--- config.mk ---
export PLATFORM = sky130hd
export DESIGN_NAME = rrd_dispatch
export DESIGN_NICKNAME = d
export VERILOG_FILES = /design/src/logic/rrd_pkg.sv /design/src/logic/rrd_mem_if.sv /design/src/logic/rrd_dispatch.sv /design/src/logic/rrd_sync2.sv /design/src/logic/rrd_cfg_mem.sv
export SDC_FILE = /design/constraint.sdc
export NUM_CORES = 1
export LEC_CHECK = 0
export BUFFER_PORTS_ARGS = -buffer_cell sky130_fd_sc_hd__buf_4
export CAP_MARGIN = 20
export CORE_ASPECT_RATIO = 1.75
export CORE_MARGIN = 4
export CORE_UTILIZATION = 54
export CTS_CLUSTER_DIAMETER = 30
export DETAILED_ROUTE_END_ITERATION = 16
export PLACE_DENSITY = 0.76
export RECOVER_POWER = 100
export SLEW_MARGIN = 20
export SYNTH_ARGS = -nofsm -noshare
export SYNTH_HDL_FRONTEND = slang
export SYNTH_SLANG_ARGS = --single-unit
--- constraint.sdc ---
create_clock -name sys_clk -period 17.75 [get_ports sys_clk]
set_input_delay 1.775 -clock sys_clk [delete_from_list [all_inputs] [get_ports sys_clk]]
set_output_delay 1.775 -clock sys_clk [all_outputs]
set_load 0.01 [all_outputs]
--- src/logic/rrd_pkg.sv ---
// package: register map, field layout, reset defaults of the reset dispatcher
package rrd_pkg;
   localparam int AW = 8;
   localparam int DW = 32;
   localparam int QW = 8;
   // register byte offsets
   localparam logic [7:0] A_STATUS = 8'h00;
   localparam logic [7:0] A_TRIG = 8'h04;
   localparam logic [7:0] A_DISP = 8'h08;
   localparam logic [7:0] A_PEND = 8'h0c;
   localparam logic [7:0] A_OPC = 8'h10;
   localparam logic [7:0] A_ENA = 8'h14;
   localparam logic [7:0] A_NTF = 8'h18;
   localparam logic [7:0] A_PTF = 8'h1c;
   localparam logic [7:0] A_OQ = 8'h20;
   localparam logic [7:0] A_EQ = 8'h24;
   localparam logic [7:0] A_IBUF = 8'h28;
   localparam logic [7:0] A_IFACE = 8'h2c;
   localparam logic [7:0] A_MISC = 8'h30;
   localparam logic [7:0] A_CFG = 8'h40;
   localparam logic [2:0] CFG_SEL = 3'h2;
   // status bit positions
   localparam int ST_PEND = 0;
   localparam int ST_OPC = 1;
   localparam int ST_OPCQ = 2;
   localparam int ST_MAV = 3;
   localparam int ST_SRQ = 4;
   localparam int ST_TALK = 5;
   localparam int ST_LISTEN = 6;
   localparam int ST_IFC = 7;
   localparam int ST_LOCK = 8;
   // iface bits
   localparam int IF_TALK = 0;
   localparam int IF_LISTEN = 1;
   localparam int IF_SRQ = 2;
   // trigger: bit0 full settling, bit1 repetitive retrigger
   localparam logic [1:0] TRIG_DEF = 2'h3;
   localparam logic [3:0] SCR_RX_TEST = 4'h0;
   // misc: title blank, out to screen, continue on fail, continuous, internal store, chan std
   localparam logic [9:0] MISC_DEF = 10'h01f;
   localparam logic [QW-1:0] Q_EMPTY = 8'h00;
   // config words: base freq 800.000000 and duplex 45.000000 in 1e-6 MHz,
   // channel spacing 30.0000 in 1e-4 kHz, generator-analyzer offset zero
   localparam int CFG_DEPTH = 8;
   localparam int CFG_NDEF = 4;
   localparam logic [31:0] CFG_DEF [0:3] = '{32'h2faf0800, 32'h000493e0, 32'h02aea540,
      32'h00000000};
endpackage

--- src/logic/rrd_mem_if.sv ---
// interface: configuration store access between dispatcher and store
`timescale 1ns/1ns
interface rrd_mem_if;
   logic we;
   logic re;
   logic load_def;
   logic [2:0] addr;
   logic [31:0] wdata;
   logic [31:0] rdata;
   modport ctrl(output we, re, load_def, addr, wdata, input rdata);
   modport mem(input we, re, load_def, addr, wdata, output rdata);
endinterface

--- src/logic/rrd_dispatch.sv ---
// remote reset dispatcher: common reset, device clear, selected clear, interface clear
//
// Added by the designer: the address-and-strobe port and the address map.
`timescale 1ns/1ns
module rrd_dispatch #(
   parameter int QW = rrd_pkg::QW
) (
   input wire logic sys_clk,
   input wire logic rst,
   input wire logic ce,
   input wire logic [7:0] reg_addr,
   input wire logic [31:0] reg_wdata,
   input wire logic reg_wr,
   input wire logic reg_rd,
   output logic [31:0] reg_rdata,
   input wire logic cmd_reset,
   input wire logic cmd_dcl,
   input wire logic cmd_sdc,
   input wire logic ifc_pin,
   output logic abort_ops,
   output logic flush_input,
   output logic bus_halt,
   output logic talk_addressed,
   output logic listen_addressed,
   output logic srq_out,
   output logic mav,
   output logic full_settling_trigger,
   output logic repetitive_retrigger,
   output logic display_locked
);
   ////////////////////////////////////////////////////////////////////////////
   // source decode
   logic ifc_s;
   logic do_rst;
   logic do_dev;
   logic do_ifc;
   logic [31:0] rd_q;
   rrd_mem_if mi ();

   rrd_sync2 #(.W(1)) u_ifc_sync (
      .sys_clk(sys_clk),
      .rst(rst),
      .ce(ce),
      .async_in(ifc_pin),
      .sync_out(ifc_s)
   );

   rrd_cfg_mem u_cfg (
      .sys_clk(sys_clk),
      .rst(rst),
      .ce(ce),
      .m(mi.mem)
   );

   function automatic logic at(input logic strobe, input logic [7:0] a, input logic [7:0] off);
      return strobe && a == off;
   endfunction

   // each source is a separate term so that coincident ones simply add up
   assign do_rst = ce && cmd_reset;
   assign do_dev = ce && (cmd_dcl || (cmd_sdc && listen_addressed));
   assign do_ifc = ce && ifc_s;

   logic w_trig;
   logic w_disp;
   logic w_pend;
   logic w_opc;
   logic w_oq;
   logic w_ibuf;
   logic w_iface;
   logic w_misc;
   assign w_trig = at(reg_wr, reg_addr, rrd_pkg::A_TRIG);
   assign w_disp = at(reg_wr, reg_addr, rrd_pkg::A_DISP);
   assign w_pend = at(reg_wr, reg_addr, rrd_pkg::A_PEND);
   assign w_opc = at(reg_wr, reg_addr, rrd_pkg::A_OPC);
   assign w_oq = at(reg_wr, reg_addr, rrd_pkg::A_OQ);
   assign w_ibuf = at(reg_wr, reg_addr, rrd_pkg::A_IBUF);
   assign w_iface = at(reg_wr, reg_addr, rrd_pkg::A_IFACE);
   assign w_misc = at(reg_wr, reg_addr, rrd_pkg::A_MISC);

   ////////////////////////////////////////////////////////////////////////////
   // measurement triggering and display
   logic [3:0] screen_q;

   always_ff @(posedge sys_clk or posedge rst) begin
      if (rst) begin
         full_settling_trigger <= rrd_pkg::TRIG_DEF[0];
         repetitive_retrigger <= rrd_pkg::TRIG_DEF[1];
      end else if (ce) begin
         if (w_trig) begin
            full_settling_trigger <= reg_wdata[0];
            repetitive_retrigger <= reg_wdata[1];
         end else if (do_rst) begin
            full_settling_trigger <= rrd_pkg::TRIG_DEF[0];
            repetitive_retrigger <= rrd_pkg::TRIG_DEF[1];
         end
      end
   end

   // device and interface clear have no path into trigger or display
   always_ff @(posedge sys_clk or posedge rst) begin
      if (rst) begin
         display_locked <= 1'b0;
         screen_q <= rrd_pkg::SCR_RX_TEST;
      end else if (ce) begin
         if (w_disp) begin
            display_locked <= reg_wdata[0];
            screen_q <= reg_wdata[7:4];
         end else if (do_rst) begin
            display_locked <= 1'b0;
            screen_q <= rrd_pkg::SCR_RX_TEST;
         end
      end
   end

   ////////////////////////////////////////////////////////////////////////////
   // operations, commands in process, completion tracking
   logic [7:0] pend_q;
   logic [7:0] proc_q;
   logic [1:0] opc_q;

   always_ff @(posedge sys_clk or posedge rst) begin
      if (rst) begin
         pend_q <= '0;
         proc_q <= '0;
      end else if (ce) begin
         if (w_pend) begin
            pend_q <= reg_wdata[7:0];
            proc_q <= reg_wdata[15:8];
         end else begin
            if (do_rst) begin
               pend_q <= '0;
            end
            if (do_dev) begin
               proc_q <= '0;
            end
         end
      end
   end

   always_ff @(posedge sys_clk or posedge rst) begin
      if (rst) begin
         opc_q <= '0;
      end else if (ce) begin
         if (w_opc) begin
            opc_q <= reg_wdata[1:0];
         end else if (do_rst || do_dev) begin
            opc_q <= '0;
         end
      end
   end

   always_ff @(posedge sys_clk or posedge rst) begin
      if (rst) begin
         abort_ops <= 1'b0;
         flush_input <= 1'b0;
         bus_halt <= 1'b0;
      end else if (ce) begin
         abort_ops <= do_rst;
         flush_input <= do_dev;
         bus_halt <= do_ifc;
      end
   end

   ////////////////////////////////////////////////////////////////////////////
   // queues: only device clear empties buffers; error queue has no clear at all
   logic [QW-1:0] oq_q;
   logic [QW-1:0] eq_q;
   logic [QW-1:0] ibuf_q;
   logic [QW-1:0] oq_d;

   always_comb begin
      oq_d = oq_q;
      if (w_oq) begin
         oq_d = reg_wdata[QW-1:0];
      end else if (do_dev) begin
         oq_d = rrd_pkg::Q_EMPTY;
      end
   end

   always_ff @(posedge sys_clk or posedge rst) begin
      if (rst) begin
         oq_q <= rrd_pkg::Q_EMPTY;
         mav <= 1'b0;
      end else if (ce) begin
         oq_q <= oq_d;
         mav <= oq_d != rrd_pkg::Q_EMPTY;
      end
   end

   always_ff @(posedge sys_clk or posedge rst) begin
      if (rst) begin
         ibuf_q <= rrd_pkg::Q_EMPTY;
      end else if (ce) begin
         if (w_ibuf) begin
            ibuf_q <= reg_wdata[QW-1:0];
         end else if (do_dev) begin
            ibuf_q <= rrd_pkg::Q_EMPTY;
         end
      end
   end

   always_ff @(posedge sys_clk or posedge rst) begin
      if (rst) begin
         eq_q <= rrd_pkg::Q_EMPTY;
      end else if (ce && at(reg_wr, reg_addr, rrd_pkg::A_EQ)) begin
         eq_q <= reg_wdata[QW-1:0];
      end
   end

   ////////////////////////////////////////////////////////////////////////////
   // bus addressing and service request
   always_ff @(posedge sys_clk or posedge rst) begin
      if (rst) begin
         talk_addressed <= 1'b0;
         listen_addressed <= 1'b0;
      end else if (ce) begin
         if (w_iface) begin
            talk_addressed <= reg_wdata[rrd_pkg::IF_TALK];
            listen_addressed <= reg_wdata[rrd_pkg::IF_LISTEN];
         end else if (do_ifc) begin
            talk_addressed <= 1'b0;
            listen_addressed <= 1'b0;
         end
      end
   end

   // no reset source appears here: a pending request survives all of them
   always_ff @(posedge sys_clk or posedge rst) begin
      if (rst) begin
         srq_out <= 1'b0;
      end else if (ce && w_iface) begin
         srq_out <= reg_wdata[rrd_pkg::IF_SRQ];
      end
   end

   ////////////////////////////////////////////////////////////////////////////
   // status enables and transition filters: written by software only
   logic [31:0] ena_q;
   logic [31:0] ntf_q;
   logic [31:0] ptf_q;

   always_ff @(posedge sys_clk or posedge rst) begin
      if (rst) begin
         ena_q <= '0;
         ntf_q <= '0;
         ptf_q <= '1;
      end else if (ce) begin
         if (at(reg_wr, reg_addr, rrd_pkg::A_ENA)) begin
            ena_q <= reg_wdata;
         end
         if (at(reg_wr, reg_addr, rrd_pkg::A_NTF)) begin
            ntf_q <= reg_wdata;
         end
         if (at(reg_wr, reg_addr, rrd_pkg::A_PTF)) begin
            ptf_q <= reg_wdata;
         end
      end
   end

   ////////////////////////////////////////////////////////////////////////////
   // print, test and storage defaults; channel standard kept in the same word
   logic [9:0] misc_q;

   always_ff @(posedge sys_clk or posedge rst) begin
      if (rst) begin
         misc_q <= rrd_pkg::MISC_DEF;
      end else if (ce) begin
         if (w_misc) begin
            misc_q <= reg_wdata[9:0];
         end else if (do_rst) begin
            misc_q <= rrd_pkg::MISC_DEF;
         end
      end
   end

   // default words only; the upper store words are never reloaded
   assign mi.load_def = do_rst;
   assign mi.we = ce && reg_wr && reg_addr[7:5] == rrd_pkg::CFG_SEL;
   assign mi.re = reg_rd && reg_addr[7:5] == rrd_pkg::CFG_SEL;
   assign mi.addr = reg_addr[4:2];
   assign mi.wdata = reg_wdata;

   ////////////////////////////////////////////////////////////////////////////
   // register read
   logic [31:0] status_w;
   always_comb begin
      status_w = '0;
      status_w[rrd_pkg::ST_PEND] = |pend_q;
      status_w[rrd_pkg::ST_OPC] = opc_q[0];
      status_w[rrd_pkg::ST_OPCQ] = opc_q[1];
      status_w[rrd_pkg::ST_MAV] = mav;
      status_w[rrd_pkg::ST_SRQ] = srq_out;
      status_w[rrd_pkg::ST_TALK] = talk_addressed;
      status_w[rrd_pkg::ST_LISTEN] = listen_addressed;
      status_w[rrd_pkg::ST_IFC] = bus_halt;
      status_w[rrd_pkg::ST_LOCK] = display_locked;
   end

   always_ff @(posedge sys_clk or posedge rst) begin
      if (rst) begin
         rd_q <= '0;
      end else if (ce) begin
         rd_q <= '0;
         if (reg_rd) begin
            unique case (reg_addr)
               rrd_pkg::A_STATUS: rd_q <= status_w;
               rrd_pkg::A_TRIG: rd_q <= {30'h0, repetitive_retrigger, full_settling_trigger};
               rrd_pkg::A_DISP: rd_q <= {24'h0, screen_q, 3'h0, display_locked};
               rrd_pkg::A_PEND: rd_q <= {16'h0, proc_q, pend_q};
               rrd_pkg::A_OPC: rd_q <= {30'h0, opc_q};
               rrd_pkg::A_ENA: rd_q <= ena_q;
               rrd_pkg::A_NTF: rd_q <= ntf_q;
               rrd_pkg::A_PTF: rd_q <= ptf_q;
               rrd_pkg::A_OQ: rd_q <= {24'h0, oq_q};
               rrd_pkg::A_EQ: rd_q <= {24'h0, eq_q};
               rrd_pkg::A_IBUF: rd_q <= {24'h0, ibuf_q};
               rrd_pkg::A_IFACE: rd_q <= {29'h0, srq_out, listen_addressed, talk_addressed};
               rrd_pkg::A_MISC: rd_q <= {22'h0, misc_q};
               default: rd_q <= '0;
            endcase
         end
      end
   end

   // store read data is zero unless the store was addressed
   assign reg_rdata = rd_q | mi.rdata;
endmodule

--- src/logic/rrd_sync2.sv ---
// two-flop synchroniser for levels from outside the clock domain
`timescale 1ns/1ns
module rrd_sync2 #(
   parameter int W = 1
) (
   input wire logic sys_clk,
   input wire logic rst,
   input wire logic ce,
   input wire logic [W-1:0] async_in,
   output logic [W-1:0] sync_out
);
   logic [W-1:0] meta_q;

   always_ff @(posedge sys_clk or posedge rst) begin
      if (rst) begin
         meta_q <= '0;
         sync_out <= '0;
      end else if (ce) begin
         meta_q <= async_in;
         sync_out <= meta_q;
      end
   end
endmodule

--- src/logic/rrd_cfg_mem.sv ---
// configuration field store with default load and registered read
`timescale 1ns/1ns
module rrd_cfg_mem #(
   parameter int DEPTH = rrd_pkg::CFG_DEPTH,
   parameter int NDEF = rrd_pkg::CFG_NDEF
) (
   input wire logic sys_clk,
   input wire logic rst,
   input wire logic ce,
   rrd_mem_if.mem m
);
   logic [31:0] word_q [DEPTH];

   function automatic logic [31:0] def_word(input int i);
      return (i < NDEF) ? rrd_pkg::CFG_DEF[i] : 32'h00000000;
   endfunction

   for (genvar i = 0; i < DEPTH; i++) begin : g_word
      always_ff @(posedge sys_clk or posedge rst) begin
         if (rst) begin
            word_q[i] <= def_word(i);
         end else if (ce) begin
            // software write beats a default load in the same cycle
            if (m.we && m.addr == 3'(i)) begin
               word_q[i] <= m.wdata;
            end else if (m.load_def && i < NDEF) begin
               word_q[i] <= def_word(i);
            end
         end
      end
   end

   // zero when not read so the top can merge it with its own read data
   always_ff @(posedge sys_clk or posedge rst) begin
      if (rst) begin
         m.rdata <= '0;
      end else if (ce) begin
         m.rdata <= m.re ? word_q[m.addr] : '0;
      end
   end
endmodule

==> results of run 1 <==
[cells by family after synthesis]
| kind of cell | synth area share, % |
|---|---|
| AND/OR/NAND/NOR | 8.88 |
| AO/OA/AOI/OAI | 9.23 |
| flip-flops | 56.0 |
| buffers and inverters | 4.06 |
| multiplexers | 21.8 |
[worst max-delay path by stage]
stage / startpoint / endpoint / cells after the start
finish: rst / u_cfg.word_q[89]$_DFFE_PP0P_ / 4
global route: rst / u_cfg.word_q[89]$_DFFE_PP0P_ / 4
CTS: reg_addr[2] / ena_q[5]$_DFFE_PP0P_ / 5
detailed placement: reg_addr[2] / ena_q[5]$_DFFE_PP0P_ / 5
global placement: reg_addr[2] / ena_q[16]$_DFFE_PP0P_ / 5
floorplan: rst / abort_ops$_DFFE_PP0P_ / 1
[sequential cells by signal, summed over array words and instances, names as in the netlist, 10 cells and up]
signal	flops
ena_q	32
misc_q	10
ntf_q	32
ptf_q	32
rd_q	32
u_cfg.m.rdata	32
u_cfg.word_q	256
[cell usage in the layout, fill, tap and decap left out, types with 3 or more instances in the layout]
cell / n
clkbuf_1: 61
o22a_1: 7
mux4_2: 67
nor2b_1: 6
a21oi_1: 61
o21ai_0: 120
clkinvlp_4: 5
a211oi_1: 3
mux2_1: 6
clkbuf_8: 4
a22oi_1: 35
a22o_1: 18
buf_4: 52
nand2_1: 153
clkinv_2: 4
nor2_1: 97
dfrtp_1: 414
inv_6: 9
bufinv_16: 10
mux2i_1: 39
nand2_2: 3
inv_1: 69
or4_1: 4
or3_1: 3
clkinv_4: 3
nor4_1: 6
o22ai_1: 66
and3_1: 4
nand3_1: 112
dfstp_2: 68
nor3_1: 12
clkbuf_16: 55
nand2b_1: 4
mux2_2: 247
a32o_1: 4
[area by class of cell]
class	count	area, µm²
multi-input cells	1115	8720
clock inverters	32	479
fillers	3099	15500
flip-flops and latches	484	12200
well taps	495	619
repair buffers	108	636
clock buffers	68	1470
inverters	70	264
[worst max-delay path, cell delays in order]
cell        delay [ns]
clkbuf_4          0.11
clkinvlp_2        3.21
buf_12            0.68
clkbuf_1          3.15
[where the power goes]
part | switching, W | internal (W)
Combinational | 0.0000969 | 0.0000636
Sequential | 0.0000174 | 0.00114
Clock | 0.000468 | 0.000738
Total | 0.000582 | 0.00194
[through the flow]
stage                     hold WS [ns]  std cells  util [%]  total power (W)  area [µm²]
after detailed placement         0.475       2271      56.9          0.00134       22700
after floorplan                  0.445       1820         -          0.00128       21800
after CTS                        0.489       2371      61.8          0.00254       24700
final                            0.490       2372      61.1          0.00252       24400
after global routing             0.503       2372      61.1          0.00261       24400
after global placement           0.461       2270      56.8          0.00133       22700
[per-layer routing]
| metal | up-vias | GRT usage, % |
|---|---|---|
| met2 | 604 | 46.7 |
| met5 | - | 0 |
| met1 | 7770 | 31.3 |
| met4 | 0 | 12.3 |
| li1 | 6551 | - |
| met3 | 161 | 4.05 |
==> flow_metrics.env, run 1 <==
export IMPL_areaGrowthSynthToFinish_pct=12.0
export IMPL_powerDensity_nw_per_um2=104
export IMPL_maxSlewViolCount=965
export IMPL_reg2reg_slack_ns=15.72
export IMPL_synth_area_um2=21800
export IMPL_core_area_um2=39900
export IMPL_violations="max-capacitance violations, max-slew violations"
export IMPL_clk_latency_ns=0.58
export IMPL_postCtsHoldBufs=0
export IMPL_final_nets=1881
export IMPL_first_global_vias=16100
export IMPL_setup_tns_ns=0
export IMPL_first_iter_violations=1314
export IMPL_r2r_start="listen_addressed$_DFFE_PP0P_"
export IMPL_dr_total_vias=15100
export IMPL_wl_um=57400
export IMPL_antennaDiodeCount=0
export IMPL_io_pins=91
export IMPL_num_rows=97
export IMPL_cp_max_fo=189
export IMPL_final_hold_viol_count=0
export IMPL_synthMostInstantiatedCell="dfrtp_1"
export IMPL_rr_worst_depth=4
export IMPL_routedWlPerCell_um=24.2
export IMPL_place_ws_ns=12.33
export IMPL_ys_ff_latch=484
export IMPL_top_layer_used="met4"
export IMPL_clock_path_buffers=3
export IMPL_synth_area_leaders="dfrtp_1 48%, mux2_2 13%, dfstp_2 8.4%"
export IMPL_die_area_um2=43700
export IMPL_finalSetupViolations=0
export IMPL_status="finished, violations left"
export IMPL_period_share_pct=54.2
export IMPL_yosysTopAreaCell="dfrtp_1"
export IMPL_ys_seq_area_share_pct=56.0
export IMPL_grt_pass1_wl_um=90800
export IMPL_drc=0
export IMPL_firstDrtPassIters=5
export IMPL_synth_warnings=0
export IMPL_clkSlewWorstSetupHoldPaths_ns=0.06
export IMPL_synth_top_area_share_pct=47.6
export IMPL_grt_usage_pct=26.2
export IMPL_synth_nets=1869
export IMPL_power_leakage_nw=11.0
export IMPL_antenna_found_initial=0
export IMPL_r2r_end="ibuf_q[0]$_DFFE_PP0P_"
export IMPL_clock_skew_ns=0.0179
export IMPL_initial_utilization_pct=54.5
export IMPL_wl_met3_um=3470
export IMPL_die_x_um=160
export IMPL_cp_required_ns=17.39
export IMPL_cts_resized=0
export IMPL_ant_nets=0
export IMPL_route_met2_wl_um=30200
export IMPL_io_buffers=90
export IMPL_start_kind="primary input"
export IMPL_drv_cap=21
export IMPL_cts_root_buf="clkbuf_16"
export IMPL_synth_common_cells="414 x dfrtp_1, 247 x mux2_2, 156 x nand2_1"
export IMPL_arrival_ns=9.26
export IMPL_dieHeight_um=274
export IMPL_fmaxAchievable_mhz=104
export IMPL_cts_setup_buffers=0
export IMPL_drive_above_1_share_pct=29.1
export IMPL_relSlewSlack_pct=-290
export IMPL_yosysUniqueCellTypes=60
export IMPL_worst_setup_path_end_kind="asynchronous set/reset pin"
export IMPL_ir_drop_mv=0.0840
export IMPL_synth_ff_type="dfrtp_1"
export IMPL_fin_ws_ns=8.14
export IMPL_viasPerCell=6.36
export IMPL_worst_slew_pin_slew_ns=5.82
export IMPL_syn_avg_cell_area_um2=12.0
export IMPL_min_period_ns=9.61
export IMPL_wl_met1_um=20900
export IMPL_synth_edf_count=0
export IMPL_globalRouteOverflowTotal=0
export IMPL_hold_path_class="flip-flop to flip-flop"
export IMPL_htree_levels=2
export IMPL_synthArstFlopShare_pct=100
export IMPL_hold_path_endpoint="ibuf_q[5]$_DFFE_PP0P_"
export IMPL_clock_sinks=484
export IMPL_syn_inst=1820
export IMPL_gp_congestion=0.890
export IMPL_hpwl_um=33800
export IMPL_holdPathStages=2
export IMPL_cts_tree="done"
export IMPL_cts_buffers=53
export IMPL_rsz0062_at_grt="no"
export IMPL_min_from="ibuf_q[5]$_DFFE_PP0P_"
export IMPL_grt_max_degree=190
export IMPL_path_class="primary input to asynchronous set/reset pin"
(Power assumes the default switching activity.)
==> run 2: changes to the inputs <==
- PLACE_DENSITY: 0.76 -> 0.79
- clock period: 17.75 -> 8.8 ns (I/O delays scaled with it)
==> flow_metrics.env, run 2 (synthesis results as in run 1) <==
export IMPL_first_global_vias=16600
export IMPL_cts_root_buf="clkbuf_16"
export IMPL_drv_cap=14
export IMPL_crit_start="reg_addr[3]"
export IMPL_period_share_pct=74.0
export IMPL_final_fill_count=3007
export IMPL_rsz0062_at_grt="no"
export IMPL_grt_usage_pct=26.7
export IMPL_path_class="primary input to flip-flop"
export IMPL_arrival_ns=7.02
export IMPL_antenna_found_initial=2
export IMPL_ant_nets=0
export IMPL_grt_max_degree=181
export IMPL_start_kind="primary input"
export IMPL_fmaxAchievable_mhz=154
export IMPL_first_iter_violations=1461
export IMPL_clock_path_buffers=3
export IMPL_gp_congestion=0.926
export IMPL_die_area_um2=43700
export IMPL_min_from="ibuf_q[0]$_DFFE_PP0P_"
export IMPL_drc=0
export IMPL_rr_worst_depth=5
export IMPL_clk_latency_ns=0.60
export IMPL_htree_levels=2
export IMPL_globalRouteOverflowTotal=0
export IMPL_final_nets=1890
export IMPL_regMostFlops="u_cfg.word_q"
export IMPL_num_rows=97
export IMPL_hold_path_endpoint="ibuf_q[0]$_DFFE_PP0P_"
export IMPL_powerDensity_nw_per_um2=206
export IMPL_min_period_ns=6.51
export IMPL_worst_slew_pin_slew_ns=3.80
export IMPL_finalSetupViolations=0
export IMPL_areaGrowthSynthToFinish_pct=12.3
export IMPL_final_hold_viol_count=0
export IMPL_dr_total_vias=15300
export IMPL_hpwl_um=34300
export IMPL_r2r_end="rd_q[1]$_DFFE_PP0P_"
export IMPL_largest_reg_flops=256
export IMPL_routedWlPerCell_um=24.3
export IMPL_drive_above_1_share_pct=29.7
export IMPL_cp_max_fo=54
export IMPL_cts_tree="done"
export IMPL_cts_resized=0
export IMPL_setup_tns_ns=0
export IMPL_clkSlewWorstSetupHoldPaths_ns=0.06
export IMPL_antennaDiodeCount=0
export IMPL_grt_pass1_wl_um=92000
export IMPL_final_common_cell="dfrtp_1"
export IMPL_clock_sinks=484
export IMPL_violations="max-capacitance violations, max-slew violations"
export IMPL_initial_utilization_pct=54.5
export IMPL_viasPerCell=6.43
export IMPL_power_leakage_nw=11.0
export IMPL_worst_setup_path_end_kind="flip-flop"
export IMPL_maxSlewViolCount=547
export IMPL_firstDrtPassIters=7
export IMPL_postCtsHoldBufs=0
export IMPL_wl_um=57900
export IMPL_hold_path_class="flip-flop to flip-flop"
export IMPL_r2r_start="listen_addressed$_DFFE_PP0P_"
export IMPL_holdPathStages=2
export IMPL_layout_common_cells="414 x dfrtp_1, 245 x mux2_2, 153 x nand2_1"
export IMPL_io_buffers=90
export IMPL_reg2reg_slack_ns=6.71
export IMPL_clock_skew_ns=0.0146
export IMPL_cp_required_ns=9.31
export IMPL_core_area_um2=39900
export IMPL_status="finished, violations left"
export IMPL_cts_setup_buffers=0
export IMPL_cts_buffers=57
export IMPL_die_x_um=160
export IMPL_final_util_pct=61.3
export IMPL_dieHeight_um=274
export IMPL_relSlewSlack_pct=-153
export IMPL_ir_drop_mv=0.153
export IMPL_io_pins=91
[run 2: cell count changes in the layout (fill, tap and decap cells not counted), moves of 3 or more]
| cell | delta |
|---|---|
| bufinv_16 | -7 |
| inv_8 | +6 |
| clkinv_2 | +3 |
| buf_4 | +4 |
[run 2: worst max-delay path, cell delays in order]
cell and delay [ns]:
clkbuf_1 1.90, buf_4 0.95, and2_0 0.46, nand2_1 0.23, nor2_4 0.15, clkbuf_1 1.88, mux2_2 0.47
[run 2: worst max-delay path by stage]
stage	slack, ns	end	cells past startpoint
floorplan	1.42	abort_ops$_DFFE_PP0P_	1
global placement	4.29	ntf_q[16]$_DFFE_PP0P_	7
detailed placement	4.21	ntf_q[17]$_DFFE_PP0P_	7
CTS	4.81	ntf_q[6]$_DFFE_PP0P_	7
global route	2.28	ptf_q[11]$_DFFE_PP1P_	7
finish	2.29	ptf_q[16]$_DFFE_PP1P_	7
[run 2: area by class of cell]
type                    count  area, µm²  share of cell area, %
well taps                 495        619                   2.53
repair buffers            113        674                   2.76
clock inverters            41        438                   1.79
clock buffers              67       1510                   6.19
multi-input cells        1115       8750                   35.8
flip-flops and latches    484      12200                   49.9
inverters                  70        264                   1.08
[run 2: where the power goes]
group	switching [W]	internal [W]
Sequential	0.0000372	0.00230
Combinational	0.000196	0.000128
Clock	0.00102	0.00136
Total	0.00126	0.00379
[run 2: metrics by stage]
step | area (µm²) | worst slack (ns) | hold WS (ns) | power (W) | instances
6_report | 24500 | 2.29 | 0.486 | 0.00505 | 2385
5_1_grt | 24500 | 2.28 | 0.511 | 0.00521 | 2385
4_1_cts | 24700 | 4.81 | 0.439 | 0.00507 | 2384
3_5_place_dp | 22800 | 4.21 | 0.476 | 0.00270 | 2276
3_3_place_gp | 22700 | 4.29 | 0.459 | 0.00268 | 2274
2_1_floorplan | 21800 | 1.42 | 0.445 | 0.00259 | 1820
[run 2: routing by layer]
layer  routed length, µm  part of all wire (%)  global-route usage, %  up-vias
met5                  25                 0.043                      0        -
met3                3240                   5.6                   3.80      232
met1               20800                    36                   31.0     7857
met4                3890                   6.7                   17.4        4
met2               30000                    52                   46.1      658
li1                    -                     -                      -     6590
